## src/rcm_consts.svh

```systemverilog
// constants for the rtc oscillator cap stepping and clock monitor
// Operation
// RQ1: 4-bit load code, 0000 smallest, 1111 largest
// RQ2: stepping starts smallest, rises to target; a new target instead steps up or down from the current code
// RQ3: set target-reached flag when code equals target
// RQ4: software keeps gain control off in self-oscillate
// RQ5: bias double follows its control bit
// RQ6: detector armed only while enable bit set
// RQ7: fail flag when clock static over 100us
// RQ8: detector timeout offered as event output
// RQ9: software disables detector before oscillator changes
// RQ10: crystal-valid status shows amplitude detector output
// RQ11: crystal-valid ignored for 2ms after enable
// RQ12: crystal-valid forced low without bias double
// RQ13: software uses fail flag for failure detection
// RQ14: fail flag sticky until software clears it
// RQ15: enable bit powers oscillator, starts blanking
// RQ16: mode bit one selects crystal operation
// RQ17: code steps one per fixed oscillator cycles
// RQ18: new target or restart clears reached flag
`ifndef RCM_CONSTS_SVH
`define RCM_CONSTS_SVH
`define RCM_CLK_MHZ 25
`define RCM_MISS_TIME_US 100
`define RCM_MISS_CYCLES (`RCM_MISS_TIME_US * `RCM_CLK_MHZ)
`define RCM_BLANK_TIME_US 2000
`define RCM_BLANK_CYCLES (`RCM_BLANK_TIME_US * `RCM_CLK_MHZ)
`define RCM_STEP_OSC_CYCLES 16
`define RCM_CAP_MIN 4'h0
`define RCM_CAP_MAX 4'hf
`endif

```

## src/rcm_pkg.sv

```systemverilog
// types for the rtc oscillator cap stepping and clock monitor
package rcm_pkg;
  typedef enum logic [1:0] {
    RCM_IDLE = 2'b00,
    RCM_STEP = 2'b01,
    RCM_DONE = 2'b10
  } rcm_step_state_t;
  typedef struct packed {
    logic osc_power_en;
    logic osc_mode_sel;
    logic bias_double_en;
    logic agc_en;
    logic auto_step_en;
    logic missing_clk_det_en;
  } rcm_ctrl_t;
endpackage

```

## src/rcm_top.sv

```systemverilog
// top of the rtc oscillator cap stepping and clock monitor
`timescale 1ns/1ns
`include "rcm_consts.svh"
module rcm_top #(
  parameter int MISS_CYCLES = `RCM_MISS_CYCLES,
  parameter int BLANK_CYCLES = `RCM_BLANK_CYCLES,
  parameter int STEP_OSC_CYCLES = `RCM_STEP_OSC_CYCLES
) (
  input wire logic clock,
  input wire logic arst_n,
  input wire rcm_pkg::rcm_ctrl_t ctrl,
  input wire logic [3:0] target_cap,
  input wire logic osc_fail_clear,
  input wire logic osc_in,
  input wire logic amp_det_in,
  output logic [3:0] load_cap_code,
  output logic cap_target_reached,
  output logic osc_power_out,
  output logic crystal_mode_out,
  output logic bias_double_out,
  output logic agc_out,
  output logic osc_fail_flag,
  output logic osc_fail_detector_out,
  output logic crystal_valid,
  output logic crystal_valid_blank
);
  // ------------------------------------------------------------
  // input synchronisers
  // ------------------------------------------------------------
  logic osc_s1_reg, osc_s2_reg, amp_s1_reg, amp_s2_reg;
  always_ff @(posedge clock or negedge arst_n) begin
    if (!arst_n) begin
      osc_s1_reg <= 1'b0;
      osc_s2_reg <= 1'b0;
      amp_s1_reg <= 1'b0;
      amp_s2_reg <= 1'b0;
    end else begin
      osc_s1_reg <= osc_in;
      osc_s2_reg <= osc_s1_reg;
      amp_s1_reg <= amp_det_in;
      amp_s2_reg <= amp_s1_reg;
    end
  end
  // ------------------------------------------------------------
  // oscillator edge counting for step pacing
  // ------------------------------------------------------------
  logic osc_d_reg, osc_d_next;
  logic osc_rise;
  assign osc_d_next = osc_s2_reg;
  assign osc_rise = osc_s2_reg & ~osc_d_reg;
  // ------------------------------------------------------------
  // capacitance stepping
  // ------------------------------------------------------------
  rcm_pkg::rcm_step_state_t st_reg, st_next;
  logic [3:0] code_reg, code_next;
  logic [3:0] tgt_reg, tgt_next;
  logic [7:0] pace_reg, pace_next;
  logic rdy_reg, rdy_next;
  logic en_d_reg, en_d_next;
  logic restart;
  assign en_d_next = ctrl.osc_power_en;
  // a new target or a fresh power-up restarts the ramp
  assign restart = (target_cap != tgt_reg) | (ctrl.osc_power_en & ~en_d_reg);
  always_comb begin
    st_next = st_reg;
    code_next = code_reg;
    pace_next = pace_reg;
    rdy_next = rdy_reg;
    tgt_next = target_cap; // [RQ1]
    if (!ctrl.osc_power_en) begin
      st_next = rcm_pkg::RCM_IDLE;
      code_next = `RCM_CAP_MIN;
      pace_next = 8'h00;
      rdy_next = 1'b0;
    end else if (restart) begin
      rdy_next = 1'b0; // [RQ18]
      pace_next = 8'h00;
      if (ctrl.auto_step_en) begin
        st_next = rcm_pkg::RCM_STEP;
        code_next = (ctrl.osc_power_en & ~en_d_reg) ? `RCM_CAP_MIN : code_reg; // [RQ2]
      end else begin
        st_next = rcm_pkg::RCM_DONE;
        code_next = target_cap;
      end
    end else begin
      case (st_reg)
        rcm_pkg::RCM_IDLE: begin
          st_next = ctrl.auto_step_en ? rcm_pkg::RCM_STEP : rcm_pkg::RCM_DONE;
          code_next = ctrl.auto_step_en ? `RCM_CAP_MIN : tgt_reg;
        end
        rcm_pkg::RCM_STEP: begin
          if (code_reg == tgt_reg) begin
            st_next = rcm_pkg::RCM_DONE;
            rdy_next = 1'b1; // [RQ3]
          end else if (osc_rise) begin
            if (pace_reg == 8'(STEP_OSC_CYCLES - 1)) begin
              pace_next = 8'h00;
              // move one step toward the target, never past it
              code_next = (code_reg < tgt_reg) ? code_reg + 4'h1 : code_reg - 4'h1; // [RQ17]
            end else begin
              pace_next = pace_reg + 8'h01;
            end
          end
        end
        rcm_pkg::RCM_DONE: begin
          code_next = tgt_reg;
          rdy_next = 1'b1; // [RQ3]
        end
        default: begin
          st_next = rcm_pkg::RCM_IDLE;
        end
      endcase
    end
  end
  always_ff @(posedge clock or negedge arst_n) begin
    if (!arst_n) begin
      st_reg <= rcm_pkg::RCM_IDLE;
      code_reg <= `RCM_CAP_MIN;
      tgt_reg <= `RCM_CAP_MIN;
      pace_reg <= 8'h00;
      rdy_reg <= 1'b0;
      en_d_reg <= 1'b0;
      osc_d_reg <= 1'b0;
    end else begin
      st_reg <= st_next;
      code_reg <= code_next;
      tgt_reg <= tgt_next;
      pace_reg <= pace_next;
      rdy_reg <= rdy_next;
      en_d_reg <= en_d_next;
      osc_d_reg <= osc_d_next;
    end
  end
  // ------------------------------------------------------------
  // missing clock detector and sticky fail flag
  // ------------------------------------------------------------
  logic miss_timeout;
  logic fail_reg, fail_next;
  logic evt_reg, evt_next;
  rcm_miss_det #(
    .MISS_CYCLES(MISS_CYCLES)
  ) rcm_miss_det_i (
    .clock(clock),
    .arst_n(arst_n),
    .armed(ctrl.missing_clk_det_en), // [RQ6]
    .osc_sync(osc_s2_reg),
    .timeout(miss_timeout)
  );
  always_comb begin
    // a timeout in the clearing cycle wins over the clear
    fail_next = miss_timeout | (fail_reg & ~osc_fail_clear); // [RQ14]
    evt_next = miss_timeout; // [RQ8]
  end
  always_ff @(posedge clock or negedge arst_n) begin
    if (!arst_n) begin
      fail_reg <= 1'b0;
      evt_reg <= 1'b0;
    end else begin
      fail_reg <= fail_next;
      evt_reg <= evt_next;
    end
  end
  // ------------------------------------------------------------
  // crystal valid with blanking
  // ------------------------------------------------------------
  logic [16:0] blank_reg, blank_next;
  logic blanking_reg, blanking_next;
  logic vld_reg, vld_next;
  always_comb begin
    blank_next = blank_reg;
    if (!ctrl.osc_power_en || !en_d_reg) begin
      blank_next = 17'h00000; // [RQ15]
    end else if (blank_reg < 17'(BLANK_CYCLES)) begin
      blank_next = blank_reg + 17'h00001;
    end
    blanking_next = (blank_next < 17'(BLANK_CYCLES)); // [RQ11]
    vld_next = amp_s2_reg & ctrl.bias_double_en & ctrl.osc_power_en; // [RQ10] [RQ12]
  end
  always_ff @(posedge clock or negedge arst_n) begin
    if (!arst_n) begin
      blank_reg <= 17'h00000;
      blanking_reg <= 1'b1;
      vld_reg <= 1'b0;
    end else begin
      blank_reg <= blank_next;
      blanking_reg <= blanking_next;
      vld_reg <= vld_next;
    end
  end
  // ------------------------------------------------------------
  // analog control outputs
  // ------------------------------------------------------------
  logic pwr_reg, mode_reg, bias_reg, agc_reg;
  always_ff @(posedge clock or negedge arst_n) begin
    if (!arst_n) begin
      pwr_reg <= 1'b0;
      mode_reg <= 1'b0;
      bias_reg <= 1'b0;
      agc_reg <= 1'b0;
    end else begin
      pwr_reg <= ctrl.osc_power_en; // [RQ15]
      mode_reg <= ctrl.osc_mode_sel; // [RQ16]
      bias_reg <= ctrl.bias_double_en; // [RQ5]
      // gain control only passes in crystal mode, as a guard for self-oscillate
      agc_reg <= ctrl.agc_en & ctrl.osc_mode_sel; // [RQ4]
    end
  end
  assign load_cap_code = code_reg;
  assign cap_target_reached = rdy_reg;
  assign osc_power_out = pwr_reg;
  assign crystal_mode_out = mode_reg;
  assign bias_double_out = bias_reg;
  assign agc_out = agc_reg;
  assign osc_fail_flag = fail_reg;
  assign osc_fail_detector_out = evt_reg;
  assign crystal_valid = vld_reg;
  assign crystal_valid_blank = blanking_reg;
endmodule

```

## src/rcm_miss_det.sv

```systemverilog
// missing clock detector: static level timeout on synchronised oscillator
`timescale 1ns/1ns
`include "rcm_consts.svh"
module rcm_miss_det #(
  parameter int MISS_CYCLES = `RCM_MISS_CYCLES
) (
  input wire logic clock,
  input wire logic arst_n,
  input wire logic armed,
  input wire logic osc_sync,
  output logic timeout
);
  // ------------------------------------------------------------
  // level watch
  // ------------------------------------------------------------
  logic [15:0] cnt_reg, cnt_next;
  logic last_reg, last_next;
  logic timeout_reg, timeout_next;
  always_comb begin
    last_next = osc_sync;
    timeout_next = 1'b0;
    cnt_next = cnt_reg;
    if (!armed || osc_sync != last_reg) begin // [RQ6]
      cnt_next = 16'h0000;
    end else if (cnt_reg < 16'(MISS_CYCLES)) begin
      cnt_next = cnt_reg + 16'h0001;
    end else begin
      // one-shot: fires once, then holds until an edge or disarm
      timeout_next = (cnt_reg == 16'(MISS_CYCLES)); // [RQ7]
      cnt_next = 16'(MISS_CYCLES) + 16'h0001;
    end
  end
  always_ff @(posedge clock or negedge arst_n) begin
    if (!arst_n) begin
      cnt_reg <= 16'h0000;
      last_reg <= 1'b0;
      timeout_reg <= 1'b0;
    end else begin
      cnt_reg <= cnt_next;
      last_reg <= last_next;
      timeout_reg <= timeout_next;
    end
  end
  assign timeout = timeout_reg;
endmodule

```

## config.mk

```make
export PLATFORM = sky130hd
export DESIGN_NAME = rcm_top
export DESIGN_NICKNAME = d
export VERILOG_FILES = /design/src/rcm_pkg.sv /design/src/rcm_top.sv /design/src/rcm_miss_det.sv
export VERILOG_INCLUDE_DIRS = /design/src /design/src/src
export SDC_FILE = /design/constraint.sdc
export NUM_CORES = 1
export LEC_CHECK = 0
export BUFFER_PORTS_ARGS = -buffer_cell sky130_fd_sc_hd__buf_4
export CORE_ASPECT_RATIO = 1.5
export CORE_MARGIN = 2
export CORE_UTILIZATION = 50
export DETAILED_ROUTE_END_ITERATION = 16
export PLACE_DENSITY = 0.78
export RECOVER_POWER = 25
export SYNTH_ARGS = -nofsm -noshare
export SYNTH_HDL_FRONTEND = slang
export SYNTH_SLANG_ARGS = --single-unit
```

## constraint.sdc

```tcl
create_clock -name clock -period 2.8 [get_ports clock]
set_input_delay 0.56 -clock clock [delete_from_list [all_inputs] [get_ports clock]]
set_output_delay 0.56 -clock clock [all_outputs]
set_load 0.03 [all_outputs]
```

# Word-level counts from Yosys, hierarchy flattened
# Index checks and enable logic that the tools add are counted.
[word_totals]
output_inout_bits = 13
ff_bits = 66
word_cells = 100
[classes]
add_sub_neg = 5
muxes = 31
n_reduce_logical = 10
eq_ne = 18
magnitude_cmp = 4
bitwise = 11
[op_table]
columns = ["operator", "n"]
rows = [
  ["two-way mux 8 bit", 6],
  ["two-way mux 4 bit", 9],
  ["< comparator 17 x 16 -> 1 bit, second input constant", 2],
  ["two-way mux 17 bit", 2],
  ["two-way mux 16 bit", 2],
  ["adder 17 x 1 -> 17 bit, second input constant", 1],
  ["adder 16 x 1 -> 16 bit, second input constant", 1],
  ["equality test 16 x 12 -> 1 bit, second input constant", 1],
  ["< comparator 16 x 12 -> 1 bit, second input constant", 1],
  ["inequality test 4 bit, second input constant", 4],
  ["case mux 4 bit (3 select lines)", 1],
  ["adder 8 x 1 -> 8 bit, second input constant", 1],
  ["equality test 8 x 4 -> 1 bit, second input constant", 1],
  ["two-way mux 2 bit", 4],
  ["bitwise AND 1 bit", 6],
  ["inequality test 3 x 1 -> 1 bit, second input constant", 2],
  ["inequality test 3 bit, second input constant", 2],
  ["case mux 2 bit (3 select lines)", 1],
  ["two-way mux 1 bit", 5],
  ["inequality test 5 x 1 -> 1 bit, second input constant", 1],
  ["AND reduction 5 bit", 1],
  ["adder 4 x 1 -> 4 bit, second input constant", 1],
  ["equality test 4 bit", 1],
  ["< comparator 4 bit", 1],
  ["15 further kinds", 22],
]

# Logic depth before layout (Yosys ltp)
# Gate-level depths: netlist (run 1).
[depth]
word_depth = 8
depth_mapped = 14
mapped_depth_nobuf = 14

# Cells and area by module
# Synthesis (run 1) repeated with hierarchy kept, for this count alone.
[hier_totals]
hier_cells = 365
hier_area_um2 = 3597.2
[by_module_without_submodules]
columns = ["module", "area_each_um2", "seq_area_each_um2", "cells_per_inst", "instances"]
rows = [
  ["rcm_top", 2742.6, 1227.4, 288, 1],
  ["rcm_miss_det", 854.6, 450.4, 77, 1],
]

# Worst setup path after synthesis (run 1)
# Ideal clock, no wire load.
[synth_timing]
path_kind = "reg-to-reg"
startpoint = "register code_reg[1], in the netlist load_cap_code[1]"
endpoint = "register code_reg[3], in the netlist load_cap_code[3]"
path_slack_ps = 22
n_path_buf = 0
required_time_ps = 2679
t_arrival_ps = 2657
synth_period_minus_slack_ps = 2778
stages_incl_launch_ff = 14
path_cell_list = "dfrtp_1 > ha_1 > nor2b_1 > o21ai_1 > nand2b_1 > a21oi_1 > inv_1 > ha_1 > a21o_1 > a21oi_1 > xor2_1 > xnor2_1 > o211ai_1 > a22o_1"
[synth_between]
elab_chain_len = 8
word_cells_on_any_way = 13
[synth_rtl]
columns = ["element", "line", "rtl"]
rows = [
  ["start, declared", "rcm_top.sv:55", "logic [3:0] code_reg, code_next;"],
  ["start signal, assigned", "rcm_top.sv:118", "code_reg <= `RCM_CAP_MIN;"],
  ["start signal, assigned", "rcm_top.sv:126", "code_reg <= code_next;"],
  ["subtractor 4 x 1 -> 4 bit (tied with other cells)", "rcm_top.sv:99", "code_next = (code_reg < tgt_reg) ? code_reg + 4'h1 : code_reg - 4'h1;"],
  ["two-way mux 4 bit", "rcm_top.sv:99", ""],
  ["two-way mux 4 bit", "rcm_top.sv:96", "if (pace_reg == 8'(STEP_OSC_CYCLES - 1)) begin"],
  ["two-way mux 4 bit", "rcm_top.sv:95", "end else if (osc_rise) begin"],
  ["two-way mux 4 bit", "rcm_top.sv:92", "if (code_reg == tgt_reg) begin"],
  ["case mux 4 bit (3 select lines)", "rcm_top.sv:86", "case (st_reg)"],
  ["two-way mux 4 bit", "rcm_top.sv:75", "end else if (restart) begin"],
  ["two-way mux 4 bit", "rcm_top.sv:70", "if (!ctrl.osc_power_en) begin"],
]
# Parallel ways exist; a longest one is shown, timed or not. The select of a mux whose other input is x is not followed.
# A chain may end at the register's enable or synchronous reset.

# Worst setup path after layout (run 1)
[layout_timing]
startpoint = "register tgt_reg[1]"
endpoint = "register code_reg[3], in the netlist load_cap_code[3]"
[layout_between]
elab_chain_len = 8
word_cells_on_any_way = 17
[layout_rtl]
columns = ["element", "line", "rtl"]
rows = [
  ["start, declared", "rcm_top.sv:56", "logic [3:0] tgt_reg, tgt_next;"],
  ["start signal, assigned", "rcm_top.sv:119", "tgt_reg <= `RCM_CAP_MIN;"],
  ["start signal, assigned", "rcm_top.sv:127", "tgt_reg <= tgt_next;"],
  ["< comparator 4 bit", "rcm_top.sv:99", ""],
  ["two-way mux 4 bit", "rcm_top.sv:99", ""],
  ["two-way mux 4 bit", "rcm_top.sv:96", ""],
  ["two-way mux 4 bit", "rcm_top.sv:95", ""],
  ["two-way mux 4 bit", "rcm_top.sv:92", ""],
  ["case mux 4 bit (3 select lines)", "rcm_top.sv:86", ""],
  ["two-way mux 4 bit", "rcm_top.sv:75", ""],
  ["two-way mux 4 bit", "rcm_top.sv:70", ""],
]
# Parallel ways exist; a longest one is shown, timed or not. The select of a mux whose other input is x is not followed.

==> results by group, run 1 <==
Floorplan
  – Core area: 0.006441 mm²
  – Initial Util: 50.91%
  – Die Ht: 103.2 µm
  – I/O Pins: 28
  – DIE AREA: 0.007236 mm²
  – Die Wd: 70.13 µm
  – Std cell rows: 36

Timing
  – Clock Skew: 0.008225 ns
  – Worst hold-check slack: 0.3450 ns
  – Final Max Slew Viols: 67
  – Final setup fails: 0
  – Fin Setup TNS: 0 ns
  – RSZ-0062 raised after global routing: false
  – Setup WS post-layout: 0.2246 ns
  – Fin. Hold Viols: 0
  – Final period util: 91.98%
  – Worst-Margin Slew: 1.586 ns
  – Max transition margin: -5.727%
  – Max frequency: 388.3 MHz
  – Fin crit period: 2.575 ns

Layout
  – Final Non-Filler Cells: 446
  – Layout area overhead: 14.69%
  – Layout cells sized above 1: 14.32%
  – Max reg flops: 17
  – Antenna diodes: 0
  – Final core occ: 58.39%
  – Most frequent cells in the layout: dfrtp_1, nor2_1, xor2_1, nand2_1, a21oi_1
  – Fill cell count: 554
  – Commonest non-fill, non-tap cell in the layout: dfrtp_1
  – Final #Nets: 395
  – Final Cell Area: 0.003761 mm²

GRT
  – Total track usage: 19.16%
  – Vias in the first global route: 2450
  – Initial antenna violation count: 0
  – Total gr overflow: 0
  – Global-route wire length before repair: 10.78 mm
  – Largest net degree at the start of global routing: 67

Route
  – Pre-antenna DRT Iters: 4
  – DR WL/cell: 14.05 µm
  – Post-Route WL: 6.268 mm
  – Via count: 2424
  – Post-route ant nets: 0
  – Residual DRC: 0
  – Vias per inst: 5.435
  – Iter 0 DRT Violations: 96

Placed design
  – IO Port Bufs: 27
  – RD Place Congestion: 0.9075
  – Placed Area: 0.003588 mm²
  – Pre-CTS setup slack: 0.1163 ns
  – Post-Place Cells: 429
  – Post-DP HPWL: 4.578 mm

Critical path
  – WP data required: 3.03 ns
  – Crit path kind: reg2reg
  – Startpoint types: flip-flop
  – CP Capture Type: flip-flop
  – Worst-path fanout max: 3
  – Critical Path AT: 2.81 ns

Synthesis
  – Register area share after synthesis: 50.40%
  – Synth cell types: 45
  – Post-Synthesis Cell Area: 0.003279 mm²
  – Largest cells by area after synthesis: dfrtp_1, xor2_1, ha_1, nor2_1, a21oi_1
  – Yosys top cell area share: 49.60%
  – Syn Inst Count: 325
  – Synth area leader: dfrtp_1
  – Yosys warns: 0
  – Seq cells post-synth: 66
  – Syn avg cell area: 10.09 µm²

Clock network
  – Total CTS buffers: 9
  – Clock root buffer: clkbuf_8
  – TritonCTS clock tree: yes
  – Clock sinks: 66
  – Clock slew at reported path FFs: 0.07 ns
  – Maximum root-to-sink buffer count: 2
  – Cts hold-fix bufs: 0
  – Clock latency at the later pin of the worst-skew pair: 0.34 ns
  – H-Tree Depth: 3

Power and ir drop
  – P_leak: 1.709 nW
  – Switching power: 506.4 µW
  – Internal power: 1.372 mW
  – Net Sw Frac: 26.96%
  – Peak supply drop: 0.2725 mV
  – Cell area power density: 499.3 mW/mm²
  – Comb power frac: 9.8%
  – Fraction of power consumed by sequential logic: 53.4%
  – Total power: 1.878 mW
  – Clock network power share: 36.8%

Outcome
  – Failing checks: max-capacitance violations, max-slew violations
  – Status: finished, violations left

Run
  – Max_cap viols: 1

Worst hold path
  – Hold crit path type: in2reg
[layout make-up]
type | instances | area (µm²) | area share, %
Multi-Input combinational cell | 239 | 1568 | 41.68
Sequential cell | 66 | 1653 | 43.95
Timing Repair Buffer | 31 | 207.7 | 5.522
Clock inverter | 6 | 42.54 | 1.131
Inverter | 18 | 67.56 | 1.796
Tap cell | 76 | 95.09 | 2.528
Clock buffer | 10 | 127.6 | 3.393
[worst max-delay path, stage by stage, from the launching register on]
cell	delay [ns]
dfrtp_1	0.40
inv_1	0.10
ha_4	0.20
nor2b_1	0.12
o21ai_1	0.11
nand2b_1	0.08
a21oi_2	0.16
inv_2	0.06
ha_1	0.27
a21o_1	0.20
a21oi_2	0.14
xor2_1	0.18
xnor2_1	0.14
o211ai_1	0.10
a22o_1	0.19
[power groups by stage]
stage | Clock (mW) | Sequential (mW) | Combinational [mW]
2_1_floorplan | 0 | 1.03 | 0.0899
3_3_place_gp | 0 | 1.02 | 0.177
6_report | 0.692 | 1.00 | 0.183
4_1_cts | 0.718 | 1.00 | 0.183
5_1_grt | 0.757 | 1.01 | 0.207
3_5_place_dp | 0 | 1.02 | 0.183
[metal layers]
layer	wire [µm]	part of all wire, %	track usage (%)
met2	3213	51	32.82
met5	0	0	0
met4	208	3.3	10.50
met3	209	3.3	5.039
met1	2636	42	22.06
[repair_timing]
action,CTS,global route
hold endpoints to repair,0,0
endpoints found under the setup margin,0,1
resized for setup,0,4
buffers inserted,0,1
[Yosys cell counts (all sizes together)]
cell / n
dfrtp: 65
nor2: 44
a21oi: 24
xor2: 23
nand2: 22
inv: 18
nand3: 16
ha: 14
xnor2: 12
o21ai: 10
and3: 9
a21o: 6
nand4: 6
nor4: 6
or3: 5
a211oi: 4
and2: 4
nor2b: 4
a31oi: 3
buf: 3
nor3: 3
o211ai: 3
a22o: 2
a41oi: 2
and4: 2
clkbuf: 2
mux2i: 2
or4: 2
a21boi: 1
a32o: 1
a32oi: 1
conb: 1
dfstp: 1
fa: 1
nand2b: 1
o211a: 1
o21a: 1
[cell families (layout without fill, tap and decap cells)]
family / count (synthesis) / count (layout) / share of synthesized area, %
xor+xnor: 35 / 35 / 9.347
flops: 66 / 66 / 50.40
fa+ha+maj: 15 / 15 / 5.952
compound gates: 59 / 59 / 11.83
buf+inv: 23 / 65 / 2.747
simple gates: 124 / 124 / 19.00
mux: 2 / 2 / 0.6105
other cells: 1 / 4 / 0.1144
[worst paths after layout]
| kind | cells past startpoint | slack [ns] | endpoint | from |
|---|---|---|---|---|
| max reg2reg | 14 | 0.22 | load_cap_code[3]$_DFFE_PN0P_ | tgt_reg[1]$_DFF_PN0_ |
| min reg2reg | 0 | 0.37 | amp_s2_reg$_DFF_PN0_ | amp_s1_reg$_DFF_PN0_ |
| min in group asynchronous | 1 | 0.60 | rcm_miss_det_i.cnt_reg[0]$_DFF_PN0_ | arst_n |
| max in group asynchronous | 1 | 1.24 | blank_reg[12]$_DFF_PN0_ | arst_n |
| max | 14 | 0.22 | load_cap_code[3]$_DFFE_PN0P_ | tgt_reg[1]$_DFF_PN0_ |
| min | 1 | 0.35 | amp_s1_reg$_DFF_PN0_ | amp_det_in |
No activity file was read; power rests on OpenSTA's default activity.
==> run 2, diff against run 1 <==
--- a/config.mk
+++ b/config.mk
@@ -11,7 +11,7 @@
 export CORE_MARGIN = 2
 export CORE_UTILIZATION = 50
 export DETAILED_ROUTE_END_ITERATION = 16
-export PLACE_DENSITY = 0.78
+export PLACE_DENSITY = 0.76
 export RECOVER_POWER = 25
 export SYNTH_ARGS = -nofsm -noshare
 export SYNTH_HDL_FRONTEND = slang
==> constraint.sdc (replaced) <==
create_clock -name clock -period 3.2 [get_ports clock]
set_input_delay 0.64 -clock clock [delete_from_list [all_inputs] [get_ports clock]]
set_output_delay 0.64 -clock clock [all_outputs]
set_load 0.03 [all_outputs]
==> run 2 against run 1 <==
  * The run still ends with max-capacitance violations, max-slew violations left
  * Via count is 1.4% higher
  * Global-route usage is 0.15 points higher
  * Hold slack better by 0.024 ns
  * Final cell count is 0.45% lower
  * Flip-flop and latch count stayed put
  * Clock skew is 0.0016 ns higher
  * Worst setup slack better by 0.10 ns
  * Critical path depth is 1 lower
  * Critical path type unchanged
  * Largest cell class unchanged
  * Largest power group unchanged
==> results by group, run 2 (synthesis results as in run 1) <==
Outcome
  – Status: finished, violations left
  – Failing checks: max-capacitance violations, max-slew violations

Clock network
  – Clock sinks: 66
  – Clock slew at reported path FFs: 0.07 ns
  – # resized after CTS: 0
  – Maximum root-to-sink buffer count: 2
  – Total CTS buffers: 9
  – Post-CTS setup buffer count: 0
  – Clock root buffer: clkbuf_8
  – H-Tree Depth: 3
  – Cts hold-fix bufs: 0
  – TritonCTS clock tree: yes
  – Clock latency at the later pin of the worst-skew pair: 0.34 ns

Power and ir drop
  – Switching power: 427.8 µW
  – P_leak: 1.722 nW
  – Cell area power density: 472.9 mW/mm²
  – Net Sw Frac: 24.04%
  – Clock network power share: 42.0%
  – Fraction of power consumed by sequential logic: 49.4%
  – Internal power: 1.352 mW
  – Peak supply drop: 0.2263 mV
  – Comb power frac: 8.6%

Critical path
  – WP data required: 3.43 ns
  – Reg2Reg Depth: 13
  – Worst-path fanout max: 5
  – Startpoint types: flip-flop
  – CP Capture Point: load_cap_code[3]$_DFFE_PN0P_
  – Crit path kind: reg2reg
  – Reg2reg end: load_cap_code[3]$_DFFE_PN0P_
  – CP Launch Point: load_cap_code[1]$_DFFE_PN0P_
  – Critical Path AT: 3.10 ns
  – CP Capture Type: flip-flop
  – Worst R2R Setup Slack: 0.33 ns
  – Worst r2r src: load_cap_code[1]$_DFFE_PN0P_

Layout
  – Most frequent cells in the layout: dfrtp_1, nor2_1, a21oi_1, xor2_1, nand2_1
  – Final #Nets: 393
  – Layout area overhead: 14.73%
  – Commonest non-fill, non-tap cell in the layout: dfrtp_1
  – Max reg flops: 17
  – Antenna diodes: 0
  – Fill cell count: 557
  – Layout cells sized above 1: 12.23%

Floorplan
  – Initial Util: 50.91%
  – Std cell rows: 36
  – I/O Pins: 28
  – Die Ht: 103.2 µm
  – DIE AREA: 0.007236 mm²
  – Core area: 0.006441 mm²
  – Die Wd: 70.13 µm

Timing
  – Max frequency: 348.0 MHz
  – Worst-Margin Slew: 1.601 ns
  – Final Max Slew Viols: 67
  – Fin Setup TNS: 0 ns
  – Clock Skew: 0.009872 ns
  – Worst hold-check slack: 0.3693 ns
  – Fin crit period: 2.874 ns
  – Max transition margin: -6.740%
  – Final period util: 89.80%
  – RSZ-0062 raised after global routing: false
  – Fin. Hold Viols: 0
  – Final setup fails: 0

Placed design
  – Post-DP HPWL: 4.578 mm
  – IO Port Bufs: 27
  – RD Place Congestion: 0.8711

Route
  – Via count: 2459
  – Post-route ant nets: 0
  – Post-Route WL: 6.296 mm
  – Vias per inst: 5.538
  – Pre-antenna DRT Iters: 5
  – Iter 0 DRT Violations: 131
  – Residual DRC: 0
  – DR WL/cell: 14.18 µm

GRT
  – Global-route wire length before repair: 10.78 mm
  – Total track usage: 19.32%
  – Total gr overflow: 0
  – Initial antenna violation count: 0
  – Vias in the first global route: 2366
  – Largest net degree at the start of global routing: 67

Run
  – Max_cap viols: 1

Worst hold path
  – Hold crit path type: reg2reg
==> run 2: changes by cell type in the layout (fill, tap and decap cells not counted), sizes merged <==
cell      before  now
clkinvlp       2    0
inv           19   18
clkbuf        21   23
buf           20   17
bufinv         0    2
==> run 2: worst min-delay path by stage <==
stage / depth (start not counted) / from / end / slack [ns]
after floorplan: 0 / amp_s1_reg$_DFF_PN0_ / amp_s2_reg$_DFF_PN0_ / 0.33
after global placement: 0 / amp_s1_reg$_DFF_PN0_ / amp_s2_reg$_DFF_PN0_ / 0.35
after detailed placement: 0 / osc_s1_reg$_DFF_PN0_ / osc_d_next$_DFF_PN0_ / 0.35
after CTS: 0 / osc_s1_reg$_DFF_PN0_ / osc_d_next$_DFF_PN0_ / 0.37
after global routing: 0 / osc_s1_reg$_DFF_PN0_ / osc_d_next$_DFF_PN0_ / 0.38
final: 0 / osc_s1_reg$_DFF_PN0_ / osc_d_next$_DFF_PN0_ / 0.37
==> run 2: critical path: stages, from the launching register on <==
cell	delay [ns]
dfrtp_1	0.43
ha_1	0.33
nor2b_1	0.13
o21ai_1	0.11
nand2b_1	0.06
a21oi_1	0.29
inv_1	0.13
ha_1	0.29
a21o_1	0.17
a21oi_1	0.16
xor2_1	0.21
xnor2_1	0.15
o211ai_1	0.10
a22o_1	0.20
==> run 2: power by group through the flow <==
stage / Sequential [mW] / Combinational [mW] / Clock [mW]
after global placement: 0.893 / 0.153 / 0
after CTS: 0.879 / 0.159 / 0.765
final: 0.879 / 0.153 / 0.748
after global routing: 0.881 / 0.174 / 0.801
after floorplan: 0.902 / 0.0787 / 0
after detailed placement: 0.894 / 0.158 / 0
==> run 2: per-layer routing <==
| layer | part of all wire, % | vias up | GRT usage [%] |
|---|---|---|---|
| met5 | 0 | - | 0 |
| met4 | 3.7 | 0 | 12.57 |
| met3 | 4.1 | 15 | 3.779 |
| met2 | 51 | 70 | 32.45 |
| met1 | 41 | 1171 | 22.79 |
| li1 | - | 1203 | - |
==> run 2: stage by stage <==
stage          power, mW  setup WS, ns  util [%]  cells  instance area (µm²)
6_report           1.779        0.3264     58.41    444                 3762
5_1_grt            1.856       0.08642     58.41    444                 3762
4_1_cts            1.802        0.3211     58.86    444                 3791
3_5_place_dp       1.053        0.3272     55.59    428                 3581
3_3_place_gp       1.046        0.4755     55.59    428                 3581
2_1_floorplan     0.9807        0.4224         -    328                 3291
==> run 2: cell type report <==
type | count | area [µm²] | share of cell area, %
Tap cell | 76 | 95.09 | 2.527
Inverter | 18 | 67.56 | 1.796
Sequential cell | 66 | 1653 | 43.93
Timing Repair Buffer | 29 | 188.9 | 5.022
Clock inverter | 5 | 78.83 | 2.095
Clock buffer | 11 | 131.4 | 3.492
Multi-Input combinational cell | 239 | 1548 | 41.14
